**config.mk**
```make
export PLATFORM = sky130hd
export DESIGN_NAME = reset_source_and_wdt_option_logic
export DESIGN_NICKNAME = d
export VERILOG_FILES = /design/src/design/rst_src_pkg.sv /design/src/design/rst_stretch.sv /design/src/design/reset_source_and_wdt_option_logic.sv
export SDC_FILE = /design/constraint.sdc
export NUM_CORES = 1
export LEC_CHECK = 0
export ABC_CLOCK_PERIOD_IN_PS = 1850
export BUFFER_PORTS_ARGS = -buffer_cell sky130_fd_sc_hd__buf_4
export CAP_MARGIN = 20
export CORE_MARGIN = 8
export CORE_UTILIZATION = 41
export DETAILED_ROUTE_END_ITERATION = 10
export PLACE_DENSITY = 0.76
export SYNTH_ARGS = -nofsm -noshare
export SYNTH_HDL_FRONTEND = slang
export SYNTH_SLANG_ARGS = --single-unit
```
**constraint.sdc**
```tcl
create_clock -name ref_clk -period 1.85 [get_ports ref_clk]
set_input_delay 0.2775 -clock ref_clk [delete_from_list [all_inputs] [get_ports ref_clk]]
set_output_delay 0.2775 -clock ref_clk [all_outputs]
set_load 0.05 [all_outputs]
```
**src/design/rst_src_pkg.sv**
```systemverilog
// Purpose: Constants and types shared by the reset source logic.
// Assumes: One 10 MHz clock; all control bits are plain ports.
// Notes:   Boot option fields are captured once, when the power-on level is first seen good.
//
// Summary of operation
// - Low level on the external reset pin holds the device in reset.
// - Each of three supply monitors gives its own reset on supply fall.
// - Independent watchdog underflow or refresh error causes reset.
// - Second watchdog, when present, resets on underflow or refresh error.
// - Second watchdog reset sets a sticky detect flag for software.
// - One boot option bit selects second watchdog auto start.
// - Two-bit boot field selects second watchdog timeout period.
// - Four-bit boot field selects second watchdog clock division.
// - Two-bit boot field selects refresh window end position.
// - Two-bit boot field selects refresh window start position.
// - Boot option bit chooses reset or interrupt for second watchdog events.
// - Two-bit field in second option word selects fast oscillator frequency.
package rst_src_pkg;
  localparam int unsigned CLK_HZ        = 10_000_000;
  localparam int unsigned RST_HOLD_NS   = 1000;
  localparam int unsigned RST_HOLD_CYC  = (RST_HOLD_NS * (CLK_HZ / 1_000_000) + 999) / 1000;
  localparam logic [15:0] SWRST_KEY     = 16'ha501;
  localparam logic [0:0]  WDOG2_PRESENT = 1'h1;
  // Bit positions in boot option word 0
  localparam int unsigned AUTOSTART_POS = 1;
  localparam int unsigned TIMEOUT_POS   = 2;
  localparam int unsigned CLKDIV_POS    = 4;
  localparam int unsigned WEND_POS      = 8;
  localparam int unsigned WSTART_POS    = 12;
  localparam int unsigned RSTIRQ_POS    = 28;
  // Bit position in boot option word 1
  localparam int unsigned FASTOSC_POS   = 12;
  // Reset values of captured options
  localparam logic [1:0]  TIMEOUT_RST   = 2'h3;
  localparam logic [3:0]  CLKDIV_RST    = 4'hf;
  localparam logic [1:0]  WIN_RST       = 2'h3;
  localparam logic [1:0]  FASTOSC_RST   = 2'h0;
  localparam int unsigned CNT_W         = 8;
  typedef enum logic [2:0] {
    CAUSE_NONE, CAUSE_PIN, CAUSE_POR, CAUSE_MON, CAUSE_IWDG, CAUSE_WDOG2, CAUSE_SW
  } cause_t;
endpackage

```
**src/design/rst_stretch.sv**
```systemverilog
`timescale 1ns/10ps
// Purpose: Holds a reset request high for a minimum count after it drops.
// Assumes: Request is synchronous to ref_clk.
// Notes:   Output is registered.
module rst_stretch
  import rst_src_pkg::*;
(
  input  wire logic ref_clk,
  input  wire logic rst_n,
  input  wire logic req,
  output logic      hold
);
  logic [CNT_W-1:0] cnt_q, cnt_d;
  logic             hold_q, hold_d;

  always_comb begin
    cnt_d  = cnt_q;
    hold_d = 1'b0;
    if (req) begin
      cnt_d  = CNT_W'(RST_HOLD_CYC);
      hold_d = 1'b1;
    end else if (cnt_q != '0) begin
      cnt_d  = cnt_q - 1'b1;
      hold_d = 1'b1;
    end
  end

  always_ff @(posedge ref_clk or negedge rst_n) begin
    if (!rst_n) begin
      cnt_q  <= CNT_W'(RST_HOLD_CYC);
      hold_q <= 1'b1;
    end else begin
      cnt_q  <= cnt_d;
      hold_q <= hold_d;
    end
  end

  assign hold = hold_q;
endmodule

```
**src/design/reset_source_and_wdt_option_logic.sv**
```systemverilog
`timescale 1ns/10ps
// Purpose: Combines reset sources and captures second watchdog boot options.
// Assumes: Analogue comparators deliver digital levels; pins are asynchronous.
// Notes:   wdog2_reset_flag survives the resets it reports; only rst_n or wdog2_flag_clr clears it.
module reset_source_and_wdt_option_logic
  import rst_src_pkg::*;
(
  input  wire logic        ref_clk,
  input  wire logic        rst_n,
  input  wire logic        ext_reset_pin_n,
  input  wire logic        supply_above_por,
  input  wire logic [2:0]  supply_below_mon,
  input  wire logic [2:0]  mon_reset_en,
  input  wire logic        iwdg_underflow,
  input  wire logic        iwdg_refresh_err,
  input  wire logic        wdog2_underflow,
  input  wire logic        wdog2_refresh_err,
  input  wire logic [31:0] boot_option_word0,
  input  wire logic [31:0] boot_option_word1,
  input  wire logic        swrst_wr,
  input  wire logic [15:0] swrst_wdata,
  input  wire logic        wdog2_flag_clr,
  output logic             sys_reset,
  output logic [2:0]       mon_reset,
  output cause_t           last_cause,
  output logic             wdog2_reset_flag,
  output logic             wdog2_irq,
  output logic             wdog2_autostart_sel,
  output logic [1:0]       wdog2_timeout_sel,
  output logic [3:0]       wdog2_clkdiv_sel,
  output logic [1:0]       wdog2_window_end_sel,
  output logic [1:0]       wdog2_window_start_sel,
  output logic             wdog2_reset_or_irq_sel,
  output logic [1:0]       fast_osc_freq_sel
);
  // Two-flop synchronisers for asynchronous levels
  // Bit 0 pin low, bit 1 power-on good, bits 4:2 monitors below threshold
  logic [4:0] s1_q, s2_q;
  always_ff @(posedge ref_clk or negedge rst_n) begin
    if (!rst_n) begin
      s1_q <= 5'h00;
      s2_q <= 5'h00;
    end else begin
      s1_q <= {supply_below_mon, supply_above_por, ~ext_reset_pin_n};
      s2_q <= s1_q;
    end
  end
  logic       pin_low, por_ok;
  logic [2:0] mon_low;
  assign pin_low = s2_q[0];
  assign por_ok  = s2_q[1];
  assign mon_low = s2_q[4:2];

  // Option capture state
  logic       cap_q, cap_d;
  logic       auto_q, auto_d, rsel_q, rsel_d;
  logic [1:0] tops_q, tops_d, wend_q, wend_d, wst_q, wst_d, osc_q, osc_d;
  logic [3:0] cks_q, cks_d;

  always_comb begin
    cap_d  = cap_q;
    auto_d = auto_q;
    rsel_d = rsel_q;
    tops_d = tops_q;
    cks_d  = cks_q;
    wend_d = wend_q;
    wst_d  = wst_q;
    osc_d  = osc_q;
    if (!cap_q && por_ok) begin
      cap_d  = 1'b1;
      auto_d = boot_option_word0[AUTOSTART_POS];
      tops_d = boot_option_word0[TIMEOUT_POS +: 2];
      cks_d  = boot_option_word0[CLKDIV_POS +: 4];
      wend_d = boot_option_word0[WEND_POS +: 2];
      wst_d  = boot_option_word0[WSTART_POS +: 2];
      rsel_d = boot_option_word0[RSTIRQ_POS];
      osc_d  = boot_option_word1[FASTOSC_POS +: 2];
    end
  end

  always_ff @(posedge ref_clk or negedge rst_n) begin
    if (!rst_n) begin
      cap_q  <= 1'b0;
      auto_q <= 1'b0;
      rsel_q <= 1'b0;
      tops_q <= TIMEOUT_RST;
      cks_q  <= CLKDIV_RST;
      wend_q <= WIN_RST;
      wst_q  <= WIN_RST;
      osc_q  <= FASTOSC_RST;
    end else begin
      cap_q  <= cap_d;
      auto_q <= auto_d;
      rsel_q <= rsel_d;
      tops_q <= tops_d;
      cks_q  <= cks_d;
      wend_q <= wend_d;
      wst_q  <= wst_d;
      osc_q  <= osc_d;
    end
  end

  // Reset source combination
  logic       wd2_evt, wd2_rst, wd2_int, sw_req, iwdg_evt, req;
  logic [2:0] mon_evt;
  assign wd2_evt  = WDOG2_PRESENT[0] && cap_q && (wdog2_underflow || wdog2_refresh_err);
  assign wd2_rst  = wd2_evt && !rsel_q;
  assign wd2_int  = wd2_evt && rsel_q;
  assign sw_req   = swrst_wr && (swrst_wdata == SWRST_KEY);
  assign iwdg_evt = iwdg_underflow || iwdg_refresh_err;
  assign mon_evt  = mon_low & mon_reset_en;
  assign req      = pin_low || !por_ok || (|mon_evt) || iwdg_evt || wd2_rst || sw_req;

  logic hold;
  rst_stretch u_stretch (
    .ref_clk (ref_clk),
    .rst_n   (rst_n),
    .req     (req),
    .hold    (hold)
  );

  // Cause, flag and outputs
  cause_t     cause_q, cause_d;
  logic       flag_q, flag_d, irq_q, irq_d, sysr_q, sysr_d;
  logic [2:0] monr_q, monr_d;

  always_comb begin
    cause_d = cause_q;
    if (!por_ok)          cause_d = CAUSE_POR;
    else if (pin_low)     cause_d = CAUSE_PIN;
    else if (|mon_evt)    cause_d = CAUSE_MON;
    else if (iwdg_evt)    cause_d = CAUSE_IWDG;
    else if (wd2_rst)     cause_d = CAUSE_WDOG2;
    else if (sw_req)      cause_d = CAUSE_SW;
    flag_d = flag_q;
    // Set comes last so an event wins over a clear in the same cycle
    if (wdog2_flag_clr) flag_d = 1'b0;
    if (wd2_rst)        flag_d = 1'b1;
    irq_d  = wd2_int;
    sysr_d = hold || req;
    monr_d = mon_evt;
  end

  always_ff @(posedge ref_clk or negedge rst_n) begin
    if (!rst_n) begin
      cause_q <= CAUSE_NONE;
      flag_q  <= 1'b0;
      irq_q   <= 1'b0;
      sysr_q  <= 1'b1;
      monr_q  <= 3'h0;
    end else begin
      cause_q <= cause_d;
      flag_q  <= flag_d;
      irq_q   <= irq_d;
      sysr_q  <= sysr_d;
      monr_q  <= monr_d;
    end
  end

  assign sys_reset              = sysr_q;
  assign mon_reset              = monr_q;
  assign last_cause             = cause_q;
  assign wdog2_reset_flag       = flag_q;
  assign wdog2_irq              = irq_q;
  assign wdog2_autostart_sel    = auto_q;
  assign wdog2_timeout_sel      = tops_q;
  assign wdog2_clkdiv_sel       = cks_q;
  assign wdog2_window_end_sel   = wend_q;
  assign wdog2_window_start_sel = wst_q;
  assign wdog2_reset_or_irq_sel = rsel_q;
  assign fast_osc_freq_sel      = osc_q;

  // Checks
  a_pin_reset: assert property (@(posedge ref_clk) disable iff (!rst_n)
    pin_low |=> sys_reset) else $error("pin low without reset");
  a_por_hold: assert property (@(posedge ref_clk) disable iff (!rst_n)
    !por_ok |=> sys_reset) else $error("reset released below power-on level");
  a_mon_reset: assert property (@(posedge ref_clk) disable iff (!rst_n)
    mon_evt[1] |=> mon_reset[1] && sys_reset) else $error("monitor 1 reset missing");
  // Per-monitor reset and its enable gate
  for (genvar m = 0; m < 3; m++) begin : g_mon
    a_mon_each: assert property (@(posedge ref_clk) disable iff (!rst_n)
      mon_evt[m] |=> mon_reset[m] && sys_reset) else $error("monitor reset missing");
    a_mon_gate: assert property (@(posedge ref_clk) disable iff (!rst_n)
      (mon_low[m] && !mon_reset_en[m]) |=> !mon_reset[m]) else $error("disabled monitor reset");
  end
  a_iwdg_reset: assert property (@(posedge ref_clk) disable iff (!rst_n)
    iwdg_refresh_err |=> sys_reset) else $error("watchdog reset missing");
  a_wd2_flag: assert property (@(posedge ref_clk) disable iff (!rst_n)
    wd2_rst |=> wdog2_reset_flag && sys_reset) else $error("wdog2 flag not set");
  a_wd2_irq: assert property (@(posedge ref_clk) disable iff (!rst_n)
    (wd2_int && !hold && !pin_low && por_ok && !(|mon_evt) && !iwdg_evt && !sw_req)
    |=> wdog2_irq && !sys_reset) else $error("wdog2 irq path wrong");
  a_sw_reset: assert property (@(posedge ref_clk) disable iff (!rst_n)
    sw_req |=> sys_reset ##1 sys_reset) else $error("software reset too short");
  a_opt_stable: assert property (@(posedge ref_clk) disable iff (!rst_n)
    $past(cap_q) |-> $stable(wdog2_timeout_sel) && $stable(wdog2_clkdiv_sel))
    else $error("boot options changed after capture");
  a_opt_capture: assert property (@(posedge ref_clk) disable iff (!rst_n)
    (!cap_q && por_ok) |=> wdog2_autostart_sel == $past(boot_option_word0[AUTOSTART_POS]))
    else $error("autostart not captured");
  // Guards on watchdog, software, hold and option capture paths
  a_iwdg_uf: assert property (@(posedge ref_clk) disable iff (!rst_n)
    iwdg_underflow |=> sys_reset) else $error("watchdog underflow reset missing");
  a_wd2_early: assert property (@(posedge ref_clk) disable iff (!rst_n)
    (!cap_q && !wdog2_reset_flag) |=> !wdog2_reset_flag && !wdog2_irq)
    else $error("wdog2 event taken before capture");
  a_flag_keep: assert property (@(posedge ref_clk) disable iff (!rst_n)
    (wdog2_reset_flag && !wdog2_flag_clr) |=> wdog2_reset_flag) else $error("wdog2 flag lost");
  a_sw_key: assert property (@(posedge ref_clk) disable iff (!rst_n)
    (swrst_wr && (swrst_wdata != SWRST_KEY) && !hold && !pin_low && por_ok && !(|mon_evt)
     && !iwdg_evt && !wd2_rst) |=> !sys_reset) else $error("wrong key caused reset");
  a_hold_len: assert property (@(posedge ref_clk) disable iff (!rst_n)
    $fell(req) |-> sys_reset [*8]) else $error("reset released too early");
  a_opt_window: assert property (@(posedge ref_clk) disable iff (!rst_n)
    $past(cap_q) |-> $stable(wdog2_window_end_sel) && $stable(wdog2_window_start_sel))
    else $error("window options changed after capture");
  a_opt_misc: assert property (@(posedge ref_clk) disable iff (!rst_n)
    $past(cap_q) |-> $stable(wdog2_autostart_sel) && $stable(wdog2_reset_or_irq_sel)
      && $stable(fast_osc_freq_sel)) else $error("start, select or oscillator option changed");
  c_pin: cover property (@(posedge ref_clk) disable iff (!rst_n) pin_low ##1 sys_reset);
  c_wd2_rst: cover property (@(posedge ref_clk) disable iff (!rst_n) wd2_rst);
  c_wd2_irq: cover property (@(posedge ref_clk) disable iff (!rst_n) wd2_int);
  c_release: cover property (@(posedge ref_clk) disable iff (!rst_n) $fell(sys_reset));
  c_sw: cover property (@(posedge ref_clk) disable iff (!rst_n) sw_req);
endmodule

```
==> run summary <==
outcome: finished, final reports clean
measured slew at the worst slew-check pin: 0.519 ns
input/output buffers: 68
Via density: 4.72
commonest cells in the netlist: 29 x dfrtp_1, 14 x dfstp_2, 13 x mux2_2
Synth-to-Final Area Change: 39.4%
Synth Cell Area: 1720 um^2
Overflow after GRT: 0
crit-path max cell delay: 0.38 ns
Clk pwr share: 26.7%
Slew Viols, Final: 0
average size of a mapped cell: 13.1 um^2
number of inserted diodes: 0
Reg2Reg Depth: 7
Non-Filler Instances: 259
final WL: 3.69 mm
Hold EP: s1_q[1]
CTS max path bufs: 2
RePlAce Congestion: 0.746
HPWL reported at the end of detailed placement: 2.91 mm
most frequent CP cell: buf_4
Iteration-0 DRC Markers: 103
setup TNS: 0 ns
Worst VDD drop: 603 uV
power per cell area: 845 nW/um^2
Worst Setup End Kind: flop
unrepaired setup endpoints after global routing: false
Sw Ratio: 28.1%
Syn. warnings: 0
FMAX: 0.593 GHz
area of the multi-input gates: 584 um^2
post-route minimum period: 1.69 ns
maxcap violations: 0
Nets: 306
initial antenna violation count: 0
share of layout cells above drive strength 1: 53.1%
most frequent cell after synthesis: dfrtp_1
P_leak: 1.11 nW
sequential area share after synthesis: 63.7%
floorplan core area: 4030 um^2
r2r setup slk: 0.16 ns
library cells used by synthesis: 38
Worst Hold Depth: 1
worst-path maximum fanout: 8
first-pass GRT wire length: 5.95 mm
Synth Net Count: 229
Net Sw Power: 0.568 mW
Fin Clk Skew: 0.00620 ns
cells along the critical path: a222oi_1 -> buf_4 -> and2b_1 -> and2_1 -> nand2b_2 -> buf_4 -> nor2_1
ys async rst share: 100%
post-layout util: 59.4%
CP Class: reg2reg
Clock transition at path regs: 0.07 ns
Die Y: 80.7 um
die area: 6520 um^2
Final Hold Fails: 0
CP max-delay cell: dfrtp_1
via count: 1222
P_int: 1.46 mW
EDFF count, synth: 0
Worst R2R End: u_stretch.cnt_q[5]
Post-Syn Instances: 131
Die Wd: 80.7 um
cts bufs inserted: 5
Row Count: 23
largest net degree at the start of global routing: 44
H-Tree Depth: 2
max_slew headroom: 65.4%
TritonCTS clock tree: built
Top Ports: 119
WP data arrival: 1.89 ns
GRT Total Usage: 11.6%
vias in the first global route: 1281
placed insts: 250
Comb power frac: 21.4%
Reg area: 1090 um^2
Worst EP required: 2.06 ns
Clock Tree Root: clkbuf_8
fillers: 357
Hold WC Path Type: in2reg
remaining routing DRC violations: 0
clk_lat worst skew: 0.28 ns
DRT antenna net count: 0
CP startpoint kind: flop
drt first pass iters: 4
crit share post-route: 91.1%
reg-to-reg startpoint: s2_q[2]
area share of the largest cell type after synthesis: 42.2%
Flop pwr share: 51.9%
top_reg_cell synth: dfrtp_1
Synth area leaders: dfrtp_1 42%, dfstp_2 21%, mux2_2 8.5%
Yosys reg bits: 43
Hold Path Origin: supply_above_por
Synth area leader: dfrtp_1
Initial Utilization: 42.6%
final setup fails: 0
CTS sink cnt: 43
average routed wire per standard cell: 14.2 um
## cells in the final DEF (no fill, tap or decap), types with 2 or more instances in the layout
cell	instances
mux2i_1	2
buf_4	72
xor2_1	3
clkbuf_1	2
or2_1	2
nor3_1	2
nor2_1	9
inv_1	6
nor2b_1	5
o21ai_0	5
and2_1	4
dfstp_2	14
nand2_1	6
dfrtp_1	29
nand3b_1	3
a21oi_1	2
nand2b_1	2
clkbuf_8	5
ha_1	2
mux2_2	13
## worst max-delay path by stage
stage | start | endpoint | slack [ns] | depth (start not counted)
finish | s2_q[2] | u_stretch.cnt_q[5] | 0.16 | 7
global route | s2_q[2] | u_stretch.cnt_q[5] | 0.03 | 7
CTS | s2_q[2] | u_stretch.cnt_q[5] | 0.07 | 7
detailed placement | mon_reset_en[0] | u_stretch.cnt_q[5] | 0.08 | 8
global placement | mon_reset_en[0] | u_stretch.cnt_q[6] | 0.10 | 8
floorplan | wdog2_reset_or_irq_sel | u_stretch.cnt_q[1] | 0.21 | 5
## flip-flops by register name, summed over array words and instances, names as in the netlist
name,cells
u_stretch.cnt_q,8
wdog2_window_start_sel,2
u_stretch.hold,1
s2_q,5
sys_reset,1
fast_osc_freq_sel,2
wdog2_autostart_sel,1
wdog2_reset_or_irq_sel,1
mon_reset,3
last_cause,3
s1_q,5
wdog2_clkdiv_sel,4
wdog2_timeout_sel,2
wdog2_window_end_sel,2
wdog2_irq,1
cap_q,1
wdog2_reset_flag,1
## through the flow
stage / setup slack (ns) / hold slack (ns) / area (um^2) / power [mW]
after floorplan: 0.213 / -0.0181 / 1720 / 1.31
after global placement: 0.102 / 0.295 / 2300 / 1.50
after detailed placement: 0.0822 / 0.294 / 2300 / 1.51
after CTS: 0.0710 / 0.0886 / 2390 / 2.06
after global routing: 0.0297 / 0.0842 / 2390 / 2.13
final: 0.165 / 0.102 / 2390 / 2.02
## area by class of cell
type	instances	area share, %
Inverter	6	0.940
Tap cell	50	2.61
Clock inverter	1	0.209
Timing Repair Buffer	73	23.0
Sequential cell	43	45.7
Multi-Input combinational cell	79	24.4
Clock buffer	7	3.19
## power by group through the flow
stage	Combinational [mW]	Sequential, mW	Clock (mW)
5_1_grt	0.460	1.06	0.609
4_1_cts	0.440	1.05	0.569
3_5_place_dp	0.438	1.07	0
3_3_place_gp	0.433	1.07	0
2_1_floorplan	0.0608	1.25	0
6_report	0.433	1.05	0.540
## kinds of logic after synthesis
group | share of synthesized area [%]
xor+xnor | 2.04
mux | 9.69
flops | 63.7
buf+inv | 2.48
simple gates | 15.8
fa+ha+maj | 1.46
compound gates | 4.88
## layer usage
layer  share of wire [%]  vias up  track usage, %
met5                   0        -               0
met4                0.92        0            4.82
met3                  11        2            5.19
met2                  49       49            18.6
met1                  39      576            13.2
li1                    -      595               -
## worst max-delay path: cells and delay by family, from the launching register on
family / cells / cell delay (ns)
and+or+nand+nor: 4 / 0.52
DFF: 1 / 0.38
AOI/OAI and AO/OA: 1 / 0.36
buffers and inverters: 2 / 0.34
## timing repair
action	in CTS	in global routing
endpoints found under the setup margin	0	4
gates resized for setup	0	1
buffers inserted	0	0
endpoints found under the hold margin	29	0
hold buffers	1	0
No activity file was read; power rests on OpenSTA's default activity.
